===== src/design/dtm_defs.svh =====
`ifndef DTM_DEFS_SVH
`define DTM_DEFS_SVH

// Special-function address of the timer mode register
`define DTM_MODE_REG_ADDR 8'h89
`define DTM_MODE_REG_RESET 8'h00

// Field positions inside the timer mode register
`define DTM_T1_GATE_BIT 7
`define DTM_T1_SRC_BIT 6
`define DTM_T1_MODE_HI 5
`define DTM_T1_MODE_LO 4
`define DTM_T0_GATE_BIT 3
`define DTM_T0_SRC_BIT 2
`define DTM_T0_MODE_HI 1
`define DTM_T0_MODE_LO 0

// Counter geometry
`define DTM_CNT_RESET 16'h0000
`define DTM_LOW5_MAX 5'h1F
`define DTM_BYTE_MAX 8'hFF
`define DTM_WORD_MAX 16'hFFFF

// Synchroniser reset level: pins idle high
`define DTM_SYNC_RESET 1'b1

`endif


===== src/design/dtm_pkg.sv =====
package dtm_pkg;

  // Operating mode encoding shared by both timers
  typedef enum logic [1:0] {
    DTM_MODE_13BIT = 2'b00,
    DTM_MODE_16BIT = 2'b01,
    DTM_MODE_8BIT_RELOAD = 2'b10,
    DTM_MODE_INACTIVE = 2'b11
  } dtm_mode_t;

  // Per-timer control fields taken from the mode register
  typedef struct packed {
    logic gate;
    logic source;
    dtm_mode_t mode;
  } dtm_timer_cfg_t;

  // Per-timer status carried out of the block
  typedef struct packed {
    logic [15:0] count;
    logic overflow;
  } dtm_timer_stat_t;

endpackage


===== src/design/dtm_edge_sync.sv =====
`include "dtm_defs.svh"

module dtm_edge_sync (
  input wire logic core_clk,
  input wire logic reset_n,
  input wire logic pin_in,
  output logic level_sync,
  output logic fall_pulse
);

  logic meta_q;
  logic sync_q;
  logic prev_q;

  // Two-flop synchroniser; only sync_q reads meta_q
  always_ff @(posedge core_clk or negedge reset_n) begin
    if (!reset_n) begin
      meta_q <= `DTM_SYNC_RESET;
      sync_q <= `DTM_SYNC_RESET;
    end else begin
      meta_q <= pin_in;
      sync_q <= meta_q;
    end
  end

  // History of the clean sample for edge detection
  always_ff @(posedge core_clk or negedge reset_n) begin
    if (!reset_n) begin
      prev_q <= `DTM_SYNC_RESET;
    end else begin
      prev_q <= sync_q;
    end
  end

  assign level_sync = sync_q;
  // One pulse per high-to-low transition
  assign fall_pulse = prev_q & ~sync_q;

endmodule


===== src/design/dtm_timer_mode.sv =====
`include "dtm_defs.svh"

module dtm_timer_mode (
  input wire logic core_clk,
  input wire logic reset_n,
  input wire logic [7:0] sfr_addr,
  input wire logic sfr_wr,
  input wire logic sfr_rd,
  input wire logic [7:0] sfr_wdata,
  output logic [7:0] sfr_rdata,
  input wire logic timer0_run_bit,
  input wire logic timer1_run_bit,
  input wire logic irq0_polarity_bit,
  input wire logic irq1_polarity_bit,
  input wire logic timer0_clk_tick,
  input wire logic timer1_clk_tick,
  input wire logic timer0_count_pin,
  input wire logic timer1_count_pin,
  input wire logic ext_irq0_input,
  input wire logic ext_irq1_input,
  output logic [15:0] timer0_count,
  output logic [15:0] timer1_count,
  output logic timer0_overflow,
  output logic timer1_overflow,
  output logic timer0_active,
  output logic timer1_active
);

  logic [7:0] timer_mode_reg_q;
  logic [7:0] sfr_rdata_q;
  logic [1:0] run_vec;
  logic [1:0] pol_vec;
  logic [1:0] tick_vec;
  logic [1:0] pin_vec;
  logic [1:0] irq_vec;
  logic [1:0] pin_fall;
  logic [1:0] irq_level;
  logic [1:0] active_vec;
  dtm_pkg::dtm_timer_stat_t stat_q [2];

  // Pull one timer's control fields out of the mode register
  function automatic dtm_pkg::dtm_timer_cfg_t cfg_of(input logic idx, input logic [7:0] r);
    dtm_pkg::dtm_timer_cfg_t c;
    if (idx) begin
      c.gate = r[`DTM_T1_GATE_BIT];
      c.source = r[`DTM_T1_SRC_BIT];
      c.mode = dtm_pkg::dtm_mode_t'(r[`DTM_T1_MODE_HI:`DTM_T1_MODE_LO]);
    end else begin
      c.gate = r[`DTM_T0_GATE_BIT];
      c.source = r[`DTM_T0_SRC_BIT];
      c.mode = dtm_pkg::dtm_mode_t'(r[`DTM_T0_MODE_HI:`DTM_T0_MODE_LO]);
    end
    return c;
  endfunction

  // Mode register write; address alone selects it, no page qualifier
  always_ff @(posedge core_clk or negedge reset_n) begin
    if (!reset_n) begin
      timer_mode_reg_q <= `DTM_MODE_REG_RESET;
    end else if (sfr_wr && sfr_addr == `DTM_MODE_REG_ADDR) begin
      timer_mode_reg_q <= sfr_wdata;
    end
  end

  // Registered read, one cycle after the strobe; other addresses read zero
  always_ff @(posedge core_clk or negedge reset_n) begin
    if (!reset_n) begin
      sfr_rdata_q <= `DTM_MODE_REG_RESET;
    end else if (sfr_rd) begin
      sfr_rdata_q <= (sfr_addr == `DTM_MODE_REG_ADDR) ? timer_mode_reg_q : 8'h00;
    end
  end

  assign sfr_rdata = sfr_rdata_q;

  // Gather per-timer inputs into vectors for the generate loop
  assign run_vec = {timer1_run_bit, timer0_run_bit};
  assign pol_vec = {irq1_polarity_bit, irq0_polarity_bit};
  assign tick_vec = {timer1_clk_tick, timer0_clk_tick};
  assign pin_vec = {timer1_count_pin, timer0_count_pin};
  assign irq_vec = {ext_irq1_input, ext_irq0_input};

  genvar g;
  generate
    for (g = 0; g < 2; g++) begin : g_tmr
      dtm_pkg::dtm_timer_cfg_t cfg;
      logic gate_ok;
      logic step;
      logic [12:0] inc13;
      logic [15:0] cnt;

      // Count pin and gate input both cross into the core clock
      dtm_edge_sync u_pin_sync (
        .core_clk(core_clk),
        .reset_n(reset_n),
        .pin_in(pin_vec[g]),
        .level_sync(),
        .fall_pulse(pin_fall[g])
      );
      dtm_edge_sync u_irq_sync (
        .core_clk(core_clk),
        .reset_n(reset_n),
        .pin_in(irq_vec[g]),
        .level_sync(irq_level[g]),
        .fall_pulse()
      );

      assign cfg = cfg_of(1'(g), timer_mode_reg_q);
      // Gate: active level is the one named by the polarity bit
      assign gate_ok = ~cfg.gate | (irq_level[g] == pol_vec[g]);
      assign active_vec[g] = run_vec[g] & gate_ok;
      // Source select: prescaled tick or falling pin edge
      assign step = active_vec[g] & (cfg.source ? pin_fall[g] : tick_vec[g]);
      assign cnt = stat_q[g].count;
      assign inc13 = {cnt[15:8], cnt[4:0]} + 13'h0001;

      // Counting datapath per mode; overflow is a one-cycle pulse
      always_ff @(posedge core_clk or negedge reset_n) begin
        if (!reset_n) begin
          stat_q[g].count <= `DTM_CNT_RESET;
          stat_q[g].overflow <= 1'b0;
        end else begin
          stat_q[g].overflow <= 1'b0;
          if (step) begin
            unique case (cfg.mode)
              dtm_pkg::DTM_MODE_13BIT: begin
                stat_q[g].count <= {inc13[12:5], cnt[7:5], inc13[4:0]};
                stat_q[g].overflow <= (cnt[15:8] == `DTM_BYTE_MAX) &&
                                      (cnt[4:0] == `DTM_LOW5_MAX);
              end
              dtm_pkg::DTM_MODE_16BIT: begin
                stat_q[g].count <= cnt + 16'h0001;
                stat_q[g].overflow <= (cnt == `DTM_WORD_MAX);
              end
              dtm_pkg::DTM_MODE_8BIT_RELOAD: begin
                // Low byte counts, reloads from high byte on wrap
                if (cnt[7:0] == `DTM_BYTE_MAX) begin
                  stat_q[g].count <= {cnt[15:8], cnt[15:8]};
                  stat_q[g].overflow <= 1'b1;
                end else begin
                  stat_q[g].count <= {cnt[15:8], cnt[7:0] + 8'h01};
                end
              end
              dtm_pkg::DTM_MODE_INACTIVE: begin
                if (g == 0) begin
                  // Timer 0 keeps a free 8-bit low-byte count here
                  stat_q[g].count <= {cnt[15:8], cnt[7:0] + 8'h01};
                  stat_q[g].overflow <= (cnt[7:0] == `DTM_BYTE_MAX);
                end else begin
                  stat_q[g].count <= cnt;
                end
              end
            endcase
          end
        end
      end
    end
  endgenerate

  assign timer0_count = stat_q[0].count;
  assign timer1_count = stat_q[1].count;
  assign timer0_overflow = stat_q[0].overflow;
  assign timer1_overflow = stat_q[1].overflow;
  assign timer0_active = active_vec[0];
  // Mode 3 never counts on timer 1, so it is never reported active
  assign timer1_active = active_vec[1] & (cfg_of(1'b1, timer_mode_reg_q).mode !=
                         dtm_pkg::DTM_MODE_INACTIVE);

endmodule


===== config.mk =====
export PLATFORM = sky130hd
export DESIGN_NAME = dtm_timer_mode
export DESIGN_NICKNAME = d
export VERILOG_FILES = /design/src/design/dtm_pkg.sv /design/src/design/dtm_edge_sync.sv /design/src/design/dtm_timer_mode.sv
export VERILOG_INCLUDE_DIRS = /design/src /design/src/design
export SDC_FILE = /design/constraint.sdc
export NUM_CORES = 1
export LEC_CHECK = 0
export ABC_AREA = 1
export BUFFER_PORTS_ARGS = -buffer_cell sky130_fd_sc_hd__buf_4
export CORE_MARGIN = 3
export CORE_UTILIZATION = 60
export DETAILED_ROUTE_END_ITERATION = 16
export PLACE_DENSITY = 0.92
export SLEW_MARGIN = 20
export SYNTH_ARGS = -nofsm -noshare
export SYNTH_HDL_FRONTEND = slang
export SYNTH_SLANG_ARGS = --single-unit
export TNS_END_PERCENT = 30

===== constraint.sdc =====
create_clock -name core_clk -period 5.1 [get_ports core_clk]
set_input_delay 1.02 -clock core_clk [delete_from_list [all_inputs] [get_ports core_clk]]
set_output_delay 1.02 -clock core_clk [all_outputs]
set_load 0.01 [all_outputs]

==> results.json <==
{
  "startpoint": "irq1_polarity_bit",
  "finish.net_count": 663,
  "synth_seq_cells": 60,
  "routed_wl_mm": 10.5,
  "drive_above_1_share": 0.203,
  "yosys_warnings": 0,
  "cp_slowest_cell": "nand3_1",
  "floorplan.io_pins": 74,
  "grt_util_all_layers": 0.300,
  "routed_length_per_placed_instance_microns": 14.9,
  "clk_pin_slew_worst_paths_ns": 0.07,
  "worst-setup-path-type": "input port to output pin",
  "die_width_microns": 85.5,
  "detailedRoute.firstPassIterationCount": 5,
  "rr_worst_depth": 8,
  "synth_area_per_cell_sq_um": 6.90,
  "ys_dominant_reg_cell": "dfrtp_1",
  "dp_hpwl_mm": 7.73,
  "route.detailed.vias_per_inst": 5.60,
  "fp_rows": 28,
  "period_needed_ns": 2.64,
  "critical-path-top-delay-family": "simple AND/OR/NAND/NOR gates",
  "first_global_vias": 3725,
  "grt_pass1_wl_mm": 17.2,
  "clock-sinks": 60,
  "slew_at_the_pin_closest_to_its_max_slew_limit_ns": 0.818,
  "multiInputGateArea_sq_um": 1950,
  "holdBufCountCts": 0,
  "timing.clock.skew_ns": 0.0130,
  "cts_htree_levels": 3,
  "unrepaired_setup_endpoints_after_global_routing": "false",
  "numCtsBuffers": 9,
  "finish.instance_area_sq_um": 4620,
  "detailedRoute.firstIterationViolations": 285,
  "hold_path_start": "g_tmr[1].u_pin_sync.meta_q$_DFF_PN1_",
  "setup_violations": 0,
  "outcome": "finished clean",
  "asyncSetResetFlopFracSynth": 1.00,
  "drt_drc_violations_left": 0,
  "dieArea_sq_um": 7310,
  "die_h_microns": 85.5,
  "met3RoutedLength_microns": 926,
  "critical_path_arrival_ns": 1.62,
  "areaGrowthSynthToFinish_pct": 21.8,
  "reg2reg_from": "g_tmr[0].u_pin_sync.prev_q$_DFF_PN1_",
  "power_density_nw_per_um2": 341,
  "crit_path_max_incr_delay_ns": 0.13,
  "max_cap_violations": 0,
  "clock.fmax_ghz": 0.379,
  "worstPathCellList": "buf_4 > inv_1 > nand2_1 > nand3_1 > nand2_1 > nor2_1 > buf_4",
  "clk-insertion-delay-late_ns": 0.34,
  "num_antenna_cells": 0,
  "ff_latch_area_sq_um": 1510,
  "total_leakage_power_nw": 2.39,
  "layout.core_utilization": 0.766,
  "synth_top_area_share": 0.330,
  "totalNegativeSetupSlack_ns": 0,
  "mappedNetlistNets": 587,
  "seq_area_frac_synth": 0.399,
  "path_max_fanout": 3,
  "yosys.cell_count.top_type": "nand2_1",
  "end_kind": "output pin",
  "slew_violations": 0,
  "final-hold-violation-count": 0,
  "ctsRootBufferMaster": "clkbuf_8",
  "synth_top_cell_by_area": "dfrtp_1",
  "synth_cell_type_count": 31,
  "ctsLongestPathBuffers": 2,
  "total_stage_count_of_the_critical_path": 7,
  "core-area_sq_um": 6030,
  "met1Wirelength_mm": 4.08,
  "synth-edff-count": 0,
  "vdd.ir_drop.worst_mv": 0.301,
  "timing.slew.headroom": 0.453,
  "placement.io_buffers": 73,
  "critPathRequiredTime_ns": 4.08,
  "grt_antenna_before_repair": 0,
  "mappedNetlistArea_sq_um": 3790,
  "crit_path_start_kind": "input port",
  "ctsResizeCount": 0,
  "start_util": 0.629,
  "tritoncts": "done",
  "placed_area_sq_um": 4390,
  "post-cts-setup-buffer-count": 0,
  "cp_num_buf_inv": 3,
  "synth_top_cells_by_count": "nand2_1 (177), inv_1 (75), nor2_1 (57)",
  "globalRouteOverflowTotal": 0,
  "synth_top_cells_by_area": "dfrtp_1 (33%), nand2_1 (18%), inv_1 (7.4%)",
  "total_power_w": 0.00157,
  "ant_nets": 0,
  "grt_max_degree": 61,
  "detailroute.via_count": 3945,
  "synthCells": 549,
  "min_path_type": "flip-flop to flip-flop",
  "route.met2.wl_mm": 5.19,
  "worstHoldPathCells": 0,
  "highest-signal-layer": "met4",
  "num-fill-cells": 461,
  "gp_congestion": 1.00,
  "final_min_period_over_clock_period": 0.517
}
-- where the power goes --
part / switching (W) / total (W) / internal (W)
Clock: 0.000201 / 0.000491 / 0.000290
Sequential: 0.000106 / 0.000649 / 0.000543
Combinational: 0.000255 / 0.000434 / 0.000179
Total: 0.000562 / 0.00157 / 0.00101
-- cells in the final DEF, fill, tap and decap left out, drive strengths merged --
cell type	instances
nand2	187
a31oi	4
a21boi	1
o22ai	8
clkinv	2
xor2	2
inv	75
bufinv	2
buf	73
a21oi	15
dfstp	10
clkinvlp	1
and2	1
xnor2	3
nand4	12
dfrtp	50
nor4	2
nor3	7
o21ai	33
nand3	49
ha	8
nor2	72
clkbuf	11
or2	1
o211ai	1
-- layout make-up --
class	count	share of cell area
timing repair buffer	73	0.119
clock inverter	5	0.0184
inverter	75	0.0610
clock buffer	11	0.0306
sequential	60	0.328
tap	75	0.0203
multi-input combinational	406	0.423
-- state kept, by name (all words and copies together) (netlist names) --
signal and cells:
g_tmr.u_irq_sync.level_sync 2, timer_mode_reg_q 8, g_tmr.u_pin_sync.prev_q 2, sfr_rdata 8, timer1_overflow 1, g_tmr.u_irq_sync.meta_q 2, timer0_count 16, g_tmr.u_pin_sync.meta_q 2
g_tmr.u_pin_sync.level_sync 2, timer1_count 16, timer0_overflow 1
-- worst register-to-register path: stages (launching register included) --
cell and delay, ns:
dfstp_2 0.52, nand2_1 0.05, o21ai_1 0.15, nand3_1 0.31, nor2_1 0.64, inv_1 0.26, nor2_1 0.14, nand2_1 0.06
nand2_1 0.06
-- kinds of logic (layout without fill, tap and decap cells) --
family                   after synthesis  in the layout  synth area share
XOR/XNOR                               5              5            0.0116
flip-flops                            60             60             0.399
AND/OR/NAND/NOR                      331            331             0.390
AO/OA/AOI/OAI                         62             62            0.0872
buffers and inverters                 83            164            0.0852
adder cells (fa/ha/maj)                8              8            0.0264
-- metal layers --
layer,track usage,vias up
met5,0,-
met4,0.147,0
met3,0.0660,36
met2,0.504,187
met1,0.362,1822
li1,-,1900
-- path summary, 6_finish.rpt --
check / end / slack [ns]
worst min-delay path: g_tmr[1].u_pin_sync.level_sync$_DFF_PN1_ / 0.36
max in group asynchronous: timer0_count[4]$_DFFE_PN0P_ / 3.84
worst max register to register: timer0_count[9]$_DFFE_PN0P_ / 2.86
worst max-delay path: timer1_active / 2.46
worst min register to register: g_tmr[1].u_pin_sync.level_sync$_DFF_PN1_ / 0.36
min in group asynchronous: timer1_count[5]$_DFFE_PN0P_ / 0.73
-- stage by stage --
stage	hold WS [ns]	setup WS [ns]	cells
6_report	0.359	2.46	705
5_1_grt	0.362	2.36	705
4_1_cts	0.359	2.46	705
3_5_place_dp	0.349	2.29	689
2_1_floorplan	0.345	2.67	549
3_3_place_gp	0.345	2.35	689
Note: power is estimated with default switching activity, not from simulation.
